`src/hdl/timer16_consts.vh`:
```
// register map, field positions, codes and reset values of the capture/compare timer
`ifndef TIMER16_CONSTS_VH
`define TIMER16_CONSTS_VH
// ==========================================================
// register byte offsets
`define OFS_ENABLE    8'h00
`define OFS_RUN       8'h04
`define OFS_CTRL      8'h08
`define OFS_MODE      8'h0C
`define OFS_TOGGLE    8'h10
`define OFS_STATUS    8'h14
`define OFS_CMP_A     8'h18
`define OFS_CMP_B     8'h1C
`define OFS_CAP_A     8'h20
`define OFS_CAP_B     8'h24
`define OFS_COUNT     8'h28
// ==========================================================
// field positions
`define EN_BIT        7
`define RUN_CNT_BIT   0
`define RUN_PRE_BIT   2
`define CTRL_BUF_BIT  7
`define CTRL_SYNC_BIT 5
`define MOD_CLK_LSB   0
`define MOD_CLE_BIT   3
`define MOD_CPM_LSB   4
`define MOD_SWCAP_BIT 6
`define TOG_FRC_LSB   0
`define TOG_EN_LSB    2
`define ST_MATCH_A    0
`define ST_MATCH_B    1
`define ST_OVF        2
`define ST_CAP_A      3
`define ST_CAP_B      4
// ==========================================================
// codes
`define CLK_EXT       3'h0
`define FRC_INVERT    2'h0
`define FRC_SET       2'h1
`define FRC_CLEAR     2'h2
`define CPM_OFF       2'h0
`define CPM_PINS      2'h1
`define CPM_PIN0_EDGE 2'h2
`define CPM_PEER_EDGE 2'h3
`define RESP_OKAY     2'h0
`define RESP_SLVERR   2'h2
// ==========================================================
// reset values
`define WORD16_RST    16'h0000
`define CLK_SEL_RST   3'h0
`define CPM_RST       2'h0
`define TOG_EN_RST    4'h0
`define STATUS_RST    5'h00
`define PRE_RST       8'h00
`endif

```
`src/hdl/capture_compare_timer16.v`:
```
// 16-bit capture/compare timer channel with AXI4-Lite register slave
//
// The register addresses and register access over AXI4-Lite were decided locally.
`timescale 1ns/1ps
`default_nettype none
`include "timer16_consts.vh"

module capture_compare_timer16 #(
   parameter ADDR_W       = 8,
   parameter SYNC_CAPABLE = 1
) (
   input  wire              core_clk,
   input  wire              rst_b,
   input  wire              ce,
   input  wire [ADDR_W-1:0] s_axi_awaddr,
   input  wire              s_axi_awvalid,
   output wire              s_axi_awready,
   input  wire [31:0]       s_axi_wdata,
   input  wire [3:0]        s_axi_wstrb,
   input  wire              s_axi_wvalid,
   output wire              s_axi_wready,
   output wire [1:0]        s_axi_bresp,
   output wire              s_axi_bvalid,
   input  wire              s_axi_bready,
   input  wire [ADDR_W-1:0] s_axi_araddr,
   input  wire              s_axi_arvalid,
   output wire              s_axi_arready,
   output wire [31:0]       s_axi_rdata,
   output wire [1:0]        s_axi_rresp,
   output wire              s_axi_rvalid,
   input  wire              s_axi_rready,
   input  wire              master_run_in,
   output wire              start_out,
   input  wire              external_count_input,
   input  wire              capture_input_b,
   input  wire              peer_toggle_in,
   output wire              timer_output_pin,
   output wire              timer_match_irq,
   output wire              capture_irq_a,
   output wire              capture_irq_b
);

// ==========================================================
// bus slave state
reg  [ADDR_W-1:0] aw_addr_r;
reg               aw_full_r;
reg  [31:0]       w_data_r;
reg  [3:0]        w_strb_r;
reg               w_full_r;
reg               bvalid_r;
reg  [1:0]        bresp_r;
reg               rvalid_r;
reg  [31:0]       rdata_r;
reg  [1:0]        rresp_r;

// ==========================================================
// channel state
reg               enable_r;
reg               count_run_r;
reg               pre_run_r;
reg               buf_en_r;
reg               sync_sel_r;
reg  [2:0]        clk_sel_r;
reg               clr_match_r;
reg  [1:0]        cap_sel_r;
reg  [3:0]        tog_en_r;
reg  [15:0]       cmp_a_r;
reg  [15:0]       cmp_b_r;
reg  [15:0]       buf_a_r;
reg  [15:0]       buf_b_r;
reg  [15:0]       cap_a_r;
reg  [15:0]       cap_b_r;
reg  [15:0]       uc_r;
reg               moved_r;
reg  [7:0]        pre_cnt_r;
reg               tff_r;
reg  [4:0]        status_r;
reg               match_irq_r;
reg               cap_irq_a_r;
reg               cap_irq_b_r;
reg  [2:0]        sync1_r;
reg  [2:0]        sync2_r;
reg  [2:0]        sync3_r;

// ==========================================================
// combinational signals
wire              wr_go;
reg  [7:0]        wsel;
reg               wr_map;
reg  [31:0]       rd_val;
reg               rd_map;
reg  [7:0]        pre_mask;
wire              sync_eff;
wire              run_ok;
wire              pre_hit;
wire              cnt_tick;
wire              eq_a;
wire              eq_b;
wire              match_a;
wire              match_b;
wire              ovf;
wire [2:0]        rise;
wire [2:0]        fall;
reg               cap_a_hw;
reg               cap_b_hw;
wire              soft_cap;
wire              cap_a_ev;
wire              cap_b_ev;
wire              tog_ev;
wire              frc_wr;
wire              immediate;
wire              reload;
wire [4:0]        st_set;
wire [4:0]        st_clr;

function [15:0] merge16;
   input [15:0] old;
   input [31:0] d;
   input [3:0]  s;
   begin
      merge16 = {s[1] ? d[15:8] : old[15:8], s[0] ? d[7:0] : old[7:0]};
   end
endfunction

// valid is hidden while frozen so no handshake completes under ce low
assign s_axi_awready = ce & ~aw_full_r & ~bvalid_r;
assign s_axi_wready  = ce & ~w_full_r & ~bvalid_r;
assign s_axi_bvalid  = ce & bvalid_r;
assign s_axi_bresp   = bresp_r;
assign s_axi_arready = ce & ~rvalid_r;
assign s_axi_rvalid  = ce & rvalid_r;
assign s_axi_rdata   = rdata_r;
assign s_axi_rresp   = rresp_r;
assign wr_go         = ce & aw_full_r & w_full_r & ~bvalid_r;

// ==========================================================
// address decode
always @* begin
   wsel   = 8'h00;
   wr_map = 1'b1;
   if (aw_addr_r == `OFS_ENABLE) begin
      wsel[0] = 1'b1;
   end else if (aw_addr_r == `OFS_RUN) begin
      wsel[1] = 1'b1;
   end else if (aw_addr_r == `OFS_CTRL) begin
      wsel[2] = 1'b1;
   end else if (aw_addr_r == `OFS_MODE) begin
      wsel[3] = 1'b1;
   end else if (aw_addr_r == `OFS_TOGGLE) begin
      wsel[4] = 1'b1;
   end else if (aw_addr_r == `OFS_STATUS) begin
      wsel[5] = 1'b1;
   end else if (aw_addr_r == `OFS_CMP_A) begin
      wsel[6] = 1'b1;
   end else if (aw_addr_r == `OFS_CMP_B) begin
      wsel[7] = 1'b1;
   end else if (aw_addr_r == `OFS_CAP_A || aw_addr_r == `OFS_CAP_B ||
                aw_addr_r == `OFS_COUNT) begin
      // read-only registers: write accepted and ignored
      wsel = 8'h00;
   end else begin
      wr_map = 1'b0;
   end
end

always @* begin
   rd_val = 32'h0000_0000;
   rd_map = 1'b1;
   if (s_axi_araddr == `OFS_ENABLE) begin
      rd_val[`EN_BIT] = enable_r;
   end else if (s_axi_araddr == `OFS_RUN) begin
      rd_val[`RUN_CNT_BIT] = count_run_r;
      rd_val[`RUN_PRE_BIT] = pre_run_r;
   end else if (s_axi_araddr == `OFS_CTRL) begin
      rd_val[`CTRL_BUF_BIT]  = buf_en_r;
      rd_val[`CTRL_SYNC_BIT] = sync_sel_r;
   end else if (s_axi_araddr == `OFS_MODE) begin
      rd_val[`MOD_CLK_LSB+2:`MOD_CLK_LSB] = clk_sel_r;
      rd_val[`MOD_CLE_BIT]                = clr_match_r;
      rd_val[`MOD_CPM_LSB+1:`MOD_CPM_LSB] = cap_sel_r;
      rd_val[`MOD_SWCAP_BIT]              = 1'b1;
   end else if (s_axi_araddr == `OFS_TOGGLE) begin
      rd_val[`TOG_FRC_LSB+1:`TOG_FRC_LSB] = 2'h3;
      rd_val[`TOG_EN_LSB+3:`TOG_EN_LSB]   = tog_en_r;
   end else if (s_axi_araddr == `OFS_STATUS) begin
      rd_val[4:0] = status_r;
   end else if (s_axi_araddr == `OFS_CMP_A) begin
      rd_val[15:0] = cmp_a_r;
   end else if (s_axi_araddr == `OFS_CMP_B) begin
      rd_val[15:0] = cmp_b_r;
   end else if (s_axi_araddr == `OFS_CAP_A) begin
      rd_val[15:0] = cap_a_r;
   end else if (s_axi_araddr == `OFS_CAP_B) begin
      rd_val[15:0] = cap_b_r;
   end else if (s_axi_araddr == `OFS_COUNT) begin
      rd_val[15:0] = uc_r;
   end else begin
      rd_map = 1'b0;
   end
end

// ==========================================================
// count source and start
// prescaler tap masks
always @* begin
   case (clk_sel_r)
      3'h1:    pre_mask = 8'h00;
      3'h2:    pre_mask = 8'h03;
      3'h3:    pre_mask = 8'h0F;
      3'h4:    pre_mask = 8'h1F;
      3'h5:    pre_mask = 8'h3F;
      3'h6:    pre_mask = 8'h7F;
      default: pre_mask = 8'hFF;
   endcase
end

assign pre_hit   = pre_run_r & ((pre_cnt_r & pre_mask) == pre_mask);
assign sync_eff  = (SYNC_CAPABLE != 0) & sync_sel_r;
assign run_ok    = enable_r & count_run_r & (sync_eff ? master_run_in : 1'b1);
// only independent channels lead a group
assign start_out = enable_r & count_run_r & ~sync_eff;
assign cnt_tick  = run_ok & ((clk_sel_r == `CLK_EXT) ? rise[0] : pre_hit);

// ==========================================================
// comparison, capture and toggle events
// comparators, checked once per new count
assign eq_a     = (uc_r == cmp_a_r);
assign eq_b     = (uc_r == cmp_b_r);
assign match_a  = enable_r & moved_r & eq_a;
assign match_b  = enable_r & moved_r & eq_b;
assign ovf      = cnt_tick & (uc_r == 16'hFFFF) & ~(clr_match_r & eq_b);
assign rise     = sync2_r & ~sync3_r;
assign fall     = ~sync2_r & sync3_r;

always @* begin
   cap_a_hw = 1'b0;
   cap_b_hw = 1'b0;
   case (cap_sel_r)
      `CPM_PINS: begin
         cap_a_hw = rise[0];
         cap_b_hw = rise[1];
      end
      `CPM_PIN0_EDGE: begin
         cap_a_hw = rise[0];
         cap_b_hw = fall[0];
      end
      `CPM_PEER_EDGE: begin
         cap_a_hw = rise[2];
         cap_b_hw = fall[2];
      end
      default: begin
         cap_a_hw = 1'b0;
         cap_b_hw = 1'b0;
      end
   endcase
end

// zero written to soft capture bit
assign soft_cap  = wr_go & wsel[3] & w_strb_r[0] & ~w_data_r[`MOD_SWCAP_BIT];
assign cap_a_ev  = enable_r & (cap_a_hw | soft_cap);
assign cap_b_ev  = enable_r & cap_b_hw;
assign tog_ev    = ^(tog_en_r & {cap_b_ev, cap_a_ev, match_b, match_a});
assign frc_wr    = wr_go & wsel[4] & w_strb_r[0];
assign immediate = ~(buf_en_r & run_ok);
// buffer transfer on match with compare b
assign reload    = buf_en_r & run_ok & match_b;
assign st_set    = {cap_b_ev, cap_a_ev, ovf, match_b, match_a};
assign st_clr    = (wr_go & wsel[5] & w_strb_r[0]) ? w_data_r[4:0] : 5'h00;

// ==========================================================
// sequential logic
always @(posedge core_clk or negedge rst_b) begin
   if (!rst_b) begin
      aw_addr_r   <= {ADDR_W{1'b0}};
      aw_full_r   <= 1'b0;
      w_data_r    <= 32'h0000_0000;
      w_strb_r    <= 4'h0;
      w_full_r    <= 1'b0;
      bvalid_r    <= 1'b0;
      bresp_r     <= `RESP_OKAY;
      rvalid_r    <= 1'b0;
      rdata_r     <= 32'h0000_0000;
      rresp_r     <= `RESP_OKAY;
      enable_r    <= 1'b0;
      count_run_r <= 1'b0;
      pre_run_r   <= 1'b0;
      buf_en_r    <= 1'b0;
      sync_sel_r  <= 1'b0;
      clk_sel_r   <= `CLK_SEL_RST;
      clr_match_r <= 1'b0;
      cap_sel_r   <= `CPM_RST;
      tog_en_r    <= `TOG_EN_RST;
      cmp_a_r     <= `WORD16_RST;
      cmp_b_r     <= `WORD16_RST;
      buf_a_r     <= `WORD16_RST;
      buf_b_r     <= `WORD16_RST;
      cap_a_r     <= `WORD16_RST;
      cap_b_r     <= `WORD16_RST;
      uc_r        <= `WORD16_RST;
      moved_r     <= 1'b0;
      pre_cnt_r   <= `PRE_RST;
      // undefined level, held at low here
      tff_r       <= 1'b0;
      status_r    <= `STATUS_RST;
      match_irq_r <= 1'b0;
      cap_irq_a_r <= 1'b0;
      cap_irq_b_r <= 1'b0;
      sync1_r     <= 3'h0;
      sync2_r     <= 3'h0;
      sync3_r     <= 3'h0;
   end else if (ce) begin
      sync1_r <= {peer_toggle_in, capture_input_b, external_count_input};
      sync2_r <= sync1_r;
      sync3_r <= sync2_r;
      if (s_axi_awvalid && !aw_full_r && !bvalid_r) begin
         aw_addr_r <= s_axi_awaddr;
         aw_full_r <= 1'b1;
      end
      if (s_axi_wvalid && !w_full_r && !bvalid_r) begin
         w_data_r <= s_axi_wdata;
         w_strb_r <= s_axi_wstrb;
         w_full_r <= 1'b1;
      end
      if (wr_go) begin
         aw_full_r <= 1'b0;
         w_full_r  <= 1'b0;
         bvalid_r  <= 1'b1;
         bresp_r   <= wr_map ? `RESP_OKAY : `RESP_SLVERR;
      end else if (bvalid_r && s_axi_bready) begin
         bvalid_r <= 1'b0;
      end
      if (s_axi_arvalid && !rvalid_r) begin
         rvalid_r <= 1'b1;
         rdata_r  <= rd_val;
         rresp_r  <= rd_map ? `RESP_OKAY : `RESP_SLVERR;
      end else if (rvalid_r && s_axi_rready) begin
         rvalid_r <= 1'b0;
      end
      // control fields live in byte lane 0
      if (wr_go && w_strb_r[0]) begin
         if (wsel[0]) begin
            enable_r <= w_data_r[`EN_BIT];
         end
         if (wsel[1]) begin
            count_run_r <= w_data_r[`RUN_CNT_BIT];
            pre_run_r   <= w_data_r[`RUN_PRE_BIT];
         end
         if (wsel[2]) begin
            buf_en_r   <= w_data_r[`CTRL_BUF_BIT];
            sync_sel_r <= w_data_r[`CTRL_SYNC_BIT] & (SYNC_CAPABLE != 0);
         end
         if (wsel[3]) begin
            clk_sel_r   <= w_data_r[`MOD_CLK_LSB+2:`MOD_CLK_LSB];
            clr_match_r <= w_data_r[`MOD_CLE_BIT];
            cap_sel_r   <= w_data_r[`MOD_CPM_LSB+1:`MOD_CPM_LSB];
         end
         if (wsel[4]) begin
            tog_en_r <= w_data_r[`TOG_EN_LSB+3:`TOG_EN_LSB];
         end
      end
      // compare writes: buffer always, active when immediate
      if (wr_go && wsel[6]) begin
         buf_a_r <= merge16(buf_a_r, w_data_r, w_strb_r);
      end
      if (wr_go && wsel[7]) begin
         buf_b_r <= merge16(buf_b_r, w_data_r, w_strb_r);
      end
      if (wr_go && wsel[6] && immediate) begin
         cmp_a_r <= merge16(cmp_a_r, w_data_r, w_strb_r);
      end else if (reload) begin
         cmp_a_r <= buf_a_r;
      end
      if (wr_go && wsel[7] && immediate) begin
         cmp_b_r <= merge16(cmp_b_r, w_data_r, w_strb_r);
      end else if (reload) begin
         cmp_b_r <= buf_b_r;
      end
      // prescaler free-runs only while its run bit and the channel are on
      if (pre_run_r && enable_r) begin
         pre_cnt_r <= pre_cnt_r + 8'h01;
      end else begin
         pre_cnt_r <= `PRE_RST;
      end
      moved_r <= cnt_tick;
      if (!count_run_r) begin
         uc_r <= `WORD16_RST;
      end else if (cnt_tick) begin
         // clear on compare b gives the period
         if (clr_match_r && eq_b) begin
            uc_r <= `WORD16_RST;
         end else begin
            uc_r <= uc_r + 16'h0001;
         end
      end
      if (cap_a_ev) begin
         cap_a_r <= uc_r;
      end
      if (cap_b_ev) begin
         cap_b_r <= uc_r;
      end
      // force write takes priority over events
      if (frc_wr && w_data_r[`TOG_FRC_LSB+1:`TOG_FRC_LSB] == `FRC_INVERT) begin
         tff_r <= ~tff_r;
      end else if (frc_wr && w_data_r[`TOG_FRC_LSB+1:`TOG_FRC_LSB] == `FRC_SET) begin
         tff_r <= 1'b1;
      end else if (frc_wr && w_data_r[`TOG_FRC_LSB+1:`TOG_FRC_LSB] == `FRC_CLEAR) begin
         tff_r <= 1'b0;
      end else if (tog_ev) begin
         tff_r <= ~tff_r;
      end
      status_r    <= (status_r & ~st_clr) | st_set;
      match_irq_r <= match_a | match_b | ovf;
      cap_irq_a_r <= cap_a_ev;
      cap_irq_b_r <= cap_b_ev;
   end
end

assign timer_output_pin = tff_r;
assign timer_match_irq  = match_irq_r;
assign capture_irq_a    = cap_irq_a_r;
assign capture_irq_b    = cap_irq_b_r;

endmodule // capture_compare_timer16
`default_nettype wire

```
`config.mk`:
```
export PLATFORM = sky130hd
export DESIGN_NAME = capture_compare_timer16
export DESIGN_NICKNAME = d
export VERILOG_FILES = /design/src/hdl/capture_compare_timer16.v
export VERILOG_INCLUDE_DIRS = /design/src /design/src/hdl
export SDC_FILE = /design/constraint.sdc
export NUM_CORES = 1
export LEC_CHECK = 0
export ABC_AREA = 0
export BUFFER_PORTS_ARGS = -buffer_cell sky130_fd_sc_hd__buf_2
export CORE_MARGIN = 2
export CORE_UTILIZATION = 51
export DETAILED_ROUTE_END_ITERATION = 10
export MAX_ROUTING_LAYER = met4
export PLACE_DENSITY = 0.71
export SLEW_MARGIN = 5
export SYNTH_ARGS = -nofsm -noshare
export SYNTH_HDL_FRONTEND = slang
export SYNTH_SLANG_ARGS = --single-unit
export TNS_END_PERCENT = 20
```
`constraint.sdc`:
```
create_clock -name core_clk -period 5.9 [get_ports core_clk]
set_input_delay 0.59 -clock core_clk [delete_from_list [all_inputs] [get_ports core_clk]]
set_output_delay 0.59 -clock core_clk [all_outputs]
set_load 0.005 [all_outputs]
```
## Word-level counts from Yosys, hierarchy flattened

Cells that the tools add are included.

- Output and inout bits: 46
- Bits of input ports: 64
- Register bits after elaboration: 204
- Logic and storage cells: 323

- Equality and inequality tests: 40
- $add $sub $neg: 2
- Mux-type cells: 127
- Reductions and logical operators: 61
- Bitwise gates (word level): 53

Operators with widths:

| kind | number |
|---|---|
| $mux 16 | 18 |
| $mux 7 | 10 |
| $mux 11 | 6 |
| $eq 8x5->1 const B | 8 |
| $mux 6 | 9 |
| $mux 1 | 51 |
| $mux 10 | 5 |
| $mux 5 | 10 |
| $eq 8x6->1 const B | 6 |
| $pmux 8 s6 | 1 |
| $mux 8 | 5 |
| $reduce_and 3->1 | 13 |
| $and 1x1->1 | 32 |
| $eq 16x16->1 | 2 |
| $eq 8x4->1 const B | 4 |
| $reduce_and 2->1 | 12 |
| $logic_and 1x1->1 | 17 |
| $add 16x1->16 const B | 1 |
| $eq 16x16->1 const B | 1 |
| $eq 8x3->1 const B | 2 |
| $logic_not 8->1 | 2 |
| $mux 13 | 1 |
| $reduce_bool 2->1 | 6 |
| $eq 3x3->1 const B | 3 |
| other kinds (30) | 58 |

## Logic depth before layout (Yosys ltp)

- Word-level depth: 37
- Depth in mapped cells: 10
- Mapped depth without buffers: 9

## Worst setup path after synthesis

OpenSTA, ideal clock, no wires.

- Kind: input-to-reg
- Start: input port s_axi_araddr[7]
- End: register rdata_r[6], in the netlist s_axi_rdata[6]
- Stages: 6
- Data required time: 5834 ps
- Library setup time: 66 ps
- Data arrival time: 2266 ps
- Path slack: 3568 ps
- Path through: or4b_2 > clkbuf_1 > nor3_2 > a2bb2oi_1 > o31ai_1 > a22o_1

- Word-level cells in the longest chain between the ends: 27
- Elaborated cells on any way between the ends: 37
- Classes of those cells: 10 x eq/ne; 26 x mux; 1 x reduce/logical

Ends and longest elaborated chain:

| item | line | text |
|---|---|---|
| start: declaration | capture_compare_timer16.v:25 | `input wire [ADDR_W-1:0] s_axi_araddr,` |
| $eq 8x6->1 (no source line) | - |  |
| $mux 16 | capture_compare_timer16.v:195 | `` end else if (s_axi_araddr == `OFS_COUNT) begin `` |
| $mux 16 | capture_compare_timer16.v:193 | `` end else if (s_axi_araddr == `OFS_CAP_B) begin `` |
| $mux 16 | capture_compare_timer16.v:191 | `` end else if (s_axi_araddr == `OFS_CAP_A) begin `` |
| $mux 16 | capture_compare_timer16.v:189 | `` end else if (s_axi_araddr == `OFS_CMP_B) begin `` |
| $mux 16 | capture_compare_timer16.v:187 | `` end else if (s_axi_araddr == `OFS_CMP_A) begin `` |
| $mux 16 | capture_compare_timer16.v:185 | `` end else if (s_axi_araddr == `OFS_STATUS) begin `` |
| $mux 16 | capture_compare_timer16.v:182 | `` end else if (s_axi_araddr == `OFS_TOGGLE) begin `` |
| [11 not listed] | - |  |
| $mux 10 | capture_compare_timer16.v:177 | `` end else if (s_axi_araddr == `OFS_MODE) begin `` |
| $mux 10 | capture_compare_timer16.v:174 | `` end else if (s_axi_araddr == `OFS_CTRL) begin `` |
| $mux 10 | capture_compare_timer16.v:171 | `` end else if (s_axi_araddr == `OFS_RUN) begin `` |
| $mux 10 | capture_compare_timer16.v:169 | `` if (s_axi_araddr == `OFS_ENABLE) begin `` |
| $mux 7 | capture_compare_timer16.v:177 |  |
| $mux 1 | capture_compare_timer16.v:174 |  |
| $mux 13 | capture_compare_timer16.v:171 |  |
| $mux 7 * | capture_compare_timer16.v:169 |  |
| end signal: assignment | capture_compare_timer16.v:334 | `rdata_r <= rd_val;` |
| end: declaration | capture_compare_timer16.v:53 | `reg [31:0] rdata_r;` |

Mark *: on every way between the ends. The rest lies on a longest branch, timed or not. The select of a mux whose other input is x is not followed.
A chain may end at the register's enable or synchronous reset.

## Worst setup path in the final report

- Start: register aw_addr_r[1]
- End: register cap_a_r[13]

- Word-level cells in the longest chain between the ends: 25
- Elaborated cells on any way between the ends: 31
- Classes of those cells: 6 x eq/ne; 18 x mux; 5 x bitwise; 2 x reduce/logical

Ends and longest elaborated chain:

| item | line | text |
|---|---|---|
| start: declaration | capture_compare_timer16.v:45 | `reg [ADDR_W-1:0] aw_addr_r;` |
| start signal: assignment | capture_compare_timer16.v:274 | `aw_addr_r <= {ADDR_W{1'b0}};` |
| start signal: assignment | capture_compare_timer16.v:316 | `aw_addr_r <= s_axi_awaddr;` |
| $eq 8x5->1 (no source line) | - |  |
| $mux 6 | capture_compare_timer16.v:153 | `` end else if (aw_addr_r == `OFS_CMP_A) begin `` |
| $mux 6 | capture_compare_timer16.v:151 | `` end else if (aw_addr_r == `OFS_STATUS) begin `` |
| $mux 6 | capture_compare_timer16.v:149 | `` end else if (aw_addr_r == `OFS_TOGGLE) begin `` |
| $mux 6 | capture_compare_timer16.v:147 | `` end else if (aw_addr_r == `OFS_MODE) begin `` |
| $mux 6 | capture_compare_timer16.v:145 | `` end else if (aw_addr_r == `OFS_CTRL) begin `` |
| $mux 6 | capture_compare_timer16.v:143 | `` end else if (aw_addr_r == `OFS_RUN) begin `` |
| $mux 6 | capture_compare_timer16.v:141 | `` if (aw_addr_r == `OFS_ENABLE) begin `` |
| [7 not listed] | - |  |
| $mux 1 | capture_compare_timer16.v:147 |  |
| $mux 5 | capture_compare_timer16.v:145 |  |
| $mux 6 | capture_compare_timer16.v:143 |  |
| $mux 7 * | capture_compare_timer16.v:141 |  |
| $and 1x1->1 * (3 in series) | capture_compare_timer16.v:259 | `` assign soft_cap = wr_go & wsel[3] & w_strb_r[0] & ~w_data_r[`MOD_SWCAP_BIT]; `` |
| $or 1x1->1 * | capture_compare_timer16.v:260 | `assign cap_a_ev = enable_r & (cap_a_hw \| soft_cap);` |
| $and 1x1->1 * | capture_compare_timer16.v:260 |  |
| $reduce_and 2->1 (no source line) * | - |  |
| end signal: assignment | capture_compare_timer16.v:297 | `` cap_a_r <= `WORD16_RST; `` |
| end signal: assignment | capture_compare_timer16.v:396 | `cap_a_r <= uc_r;` |
| end: declaration | capture_compare_timer16.v:71 | `reg [15:0] cap_a_r;` |

Marks and branches as above.

==> impl_results.md <==
- Crit Path Max Fanout: 20
- All-layer global routing usage: 24.2%
- Initial antenna violation count: 0
- P_leak: 5.53 nW
- Worst path max stage delay: 0.81 ns
- CP max-delay cell: nand3_1
- Max-slew headroom: 26.5%
- Asr flop ratio synth: 100%
- Starting Density: 52.2%
- Die ar.: 0.0211 mm^2
- Post-DP HPWL: 17200 um
- Fin crit share: 52.4%
- Post-CTS sizing: 0
- Yosys warning count: 0
- Syn Inst Count: 966
- GPL Wtd Cong: 0.971
- Crit start category: flop
- Avg WL per Cell: 19.0 um
- Yosys top cell area share: 49.6%
- Critical Path AT: 3.48 ns
- Number of synthesized flops with an enable pin: 0
- DP Cell Count: 1253
- CTS root buffer: clkbuf_16
- Maximum clock frequency: 323 MHz
- Met2 routed WL: 11100 um
- Core Area: 0.0195 mm^2
- Die Ht: 145 um
- CTS Buffer Depth: 3
- Num CTS Buffers: 22
- Commonest non-fill, non-tap cell in the layout: dfrtp_1
- Clock Skew: 0.00721 ns
- Total grt overflow: 0
- ANT nets after route: 0
- Setup TNS: 0 ns
- DRT Pass-1 Iters: 5
- Largest net degree at the start of global routing: 111
- Fin. max-slew vios: 0
- Unrepaired setup endpoints after global routing: false
- Worst Path Required: 6.29 ns
- Max Cap Viol: 0
- Htree depth: 1
- # setup viols final: 0
- Setup bufs post-CTS: 0
- Critical Path End: cap_a_r[13]
- Share of cells above drive strength 1: 24.7%
- Status: finished clean
- Crit path capture type: flop
- Metal1 wirelength: 11400 um
- DR vias/cell: 5.77
- Clock Sink Count: 202
- Ports: 110
- Most frequent cells in the layout: 202 x dfrtp_1, 162 x nand2_1, 128 x mux2_2
- Fin nets: 1082
- Post-CTS Hold Fix Bufs: 0
- CP Cell Sequence: nor4_1, nand4_1, o22ai_1, nand3_1, mux2_2
- R2R Setup Slk: 2.81 ns
- Tightest Pin Transition: 1.10 ns
- Layout area overhead: 11.5%
- Reg2Reg Depth: 5
- Post-synth top area cell: dfrtp_1
- Min-Delay Path Class: input port to async pin
- Worst reg2reg path endpoint: cap_a_r[13]
- Launching point of the worst reg2reg path: aw_addr_r[1]
- Die width: 145 um
- DR vias: 7460
- Worst skew pair latency: 0.51 ns
- DR iter-0 viols: 716
- Yosys cell types: 63
- Final Non-Filler Cells: 1292
- Number of I/O port buffers: 73
- Wire length on met3: 1520 um
- # DRC: 0
- Crit Path Category: flop to flop
- Max Used Layer: met4
- Post-Syn Area: 0.0102 mm^2
- Syn_area_per_cell: 10.5 um^2
- Sequential share of the synthesized area: 49.6%
- Crit path from: aw_addr_r[1]
- Clk slew on worst S/H paths: 0.06 ns
- VDD IR max: 0.229 mV
- Diodes inserted: 0
- Total Wirelength: 24600 um
- Row Count: 51
- Synth Flop Type: dfrtp_1
- First-pass GRT wire length: 40200 um
- Power per Cell Area: 303 mW/mm^2
- Post-synthesis register bit count: 202
- Minimum clock period after layout: 3.09 ns
- Synth top area cells: dfrtp_1 50%, mux2_2 14%, nand2_1 6.0%
- CTS tree: done
- Hold Vio Cnt, Final: 0
- Vias in the first global route: 7348
-- critical path: cells and delay by family (launching register included) --
| family | cells | cell delay, ns |
|---|---|---|
| muxes | 1 | 0.59 |
| DFF | 1 | 0.39 |
| and+or+nand+nor | 3 | 1.63 |
| AOI/OAI and AO/OA | 1 | 0.35 |
-- synthesized netlist by cell type, drive strengths merged (3+ instances only) --
master and n:
a211oi 5, a21boi 4, a21o 15, a21oi 29
a221o 5, a221oi 3, a222oi 5, a22o 13
a2bb2oi 4, a31oi 6, and2 11, and3 11
buf 26, clkbuf 48, dfrtp 202, ha 6
inv 17, mux2 143, mux2i 11, nand2 162
nand2b 3, nand3 13, nand4 15, nor2 45
nor2b 4, nor3 4, nor3b 6, nor4 10
o21a 4, o21ai 55, o22ai 5, o31ai 6
o41ai 3, or2 3, or3 3, xnor2 24
xor2 14
-- cells by family (layout without fill, tap and decap cells) --
| kind of cell | after synthesis | count (layout) | synth area share, % |
|---|---|---|---|
| AOI/OAI and AO/OA | 171 | 171 | 11.1 |
| DFF | 202 | 202 | 49.6 |
| adders and majority gates | 6 | 6 | 0.737 |
| muxes | 155 | 155 | 17.1 |
| other | 1 | 18 | 0.0368 |
| and+or+nand+nor | 301 | 301 | 13.8 |
| xor gates and xnor gates | 39 | 39 | 3.49 |
| buffers and inverters | 91 | 135 | 4.20 |
-- stage by stage --
step	utilization [%]	hold WS [ns]	total power, mW	worst slack [ns]	instance area [um^2]
2_1_floorplan	-	0.294	1.94	3.57	10300
3_3_place_gp	54.5	0.453	2.09	2.62	10600
3_5_place_dp	54.5	0.471	2.11	2.58	10600
4_1_cts	58.2	0.236	3.47	2.83	11400
5_1_grt	58.2	0.257	3.60	2.67	11400
6_report	58.2	0.192	3.45	2.81	11400
-- power breakdown --
part	leakage [nW]	total, mW	switching, mW	internal, mW
Clock	0.367	1.36	0.552	0.807
Combinational	2.44	0.351	0.169	0.183
Sequential	2.72	1.74	0.215	1.52
Total	5.53	3.45	0.936	2.51
-- cell type report --
| cell class | count | area (um^2) |
|---|---|---|
| well taps | 265 | 332 |
| flip-flops and latches | 202 | 5050 |
| clock buffers | 33 | 693 |
| multi-input cells | 690 | 4770 |
| fillers | 1697 | 8160 |
| clock inverters | 6 | 30.0 |
| inverters | 17 | 63.8 |
| repair buffers | 79 | 419 |
-- flip-flops by register name (all words and copies together), names as in the netlist, 4 cells and up --
name         count
buf_a_r         16
buf_b_r         16
cap_a_r         16
cap_b_r         16
cmp_a_r         16
cmp_b_r         16
s_axi_rdata     16
uc_r            16
w_data_r        16
aw_addr_r        8
pre_cnt_r        8
status_r         5
tog_en_r         4
-- layer usage --
metal / vias up / track usage (%)
li1: 3470 / -
met1: 3715 / 35.1
met2: 238 / 36.2
met3: 37 / 3.13
met4: 0 / 6.91
met5: - / -
-- worst min path at each step --
stage | from | to | slack (ns) | depth (start not counted)
CTS | rst_b | aw_addr_r[0] | 0.24 | 1
finish | rst_b | aw_addr_r[6] | 0.19 | 1
floorplan | rst_b | aw_addr_r[0] | 0.29 | 0
global route | s_axi_rready | rvalid_r | 0.26 | 2
detailed placement | s_axi_rdata[1] | s_axi_rdata[1] | 0.47 | 2
global placement | s_axi_rdata[4] | s_axi_rdata[4] | 0.45 | 1
Power figures use the tool's default switching activity.
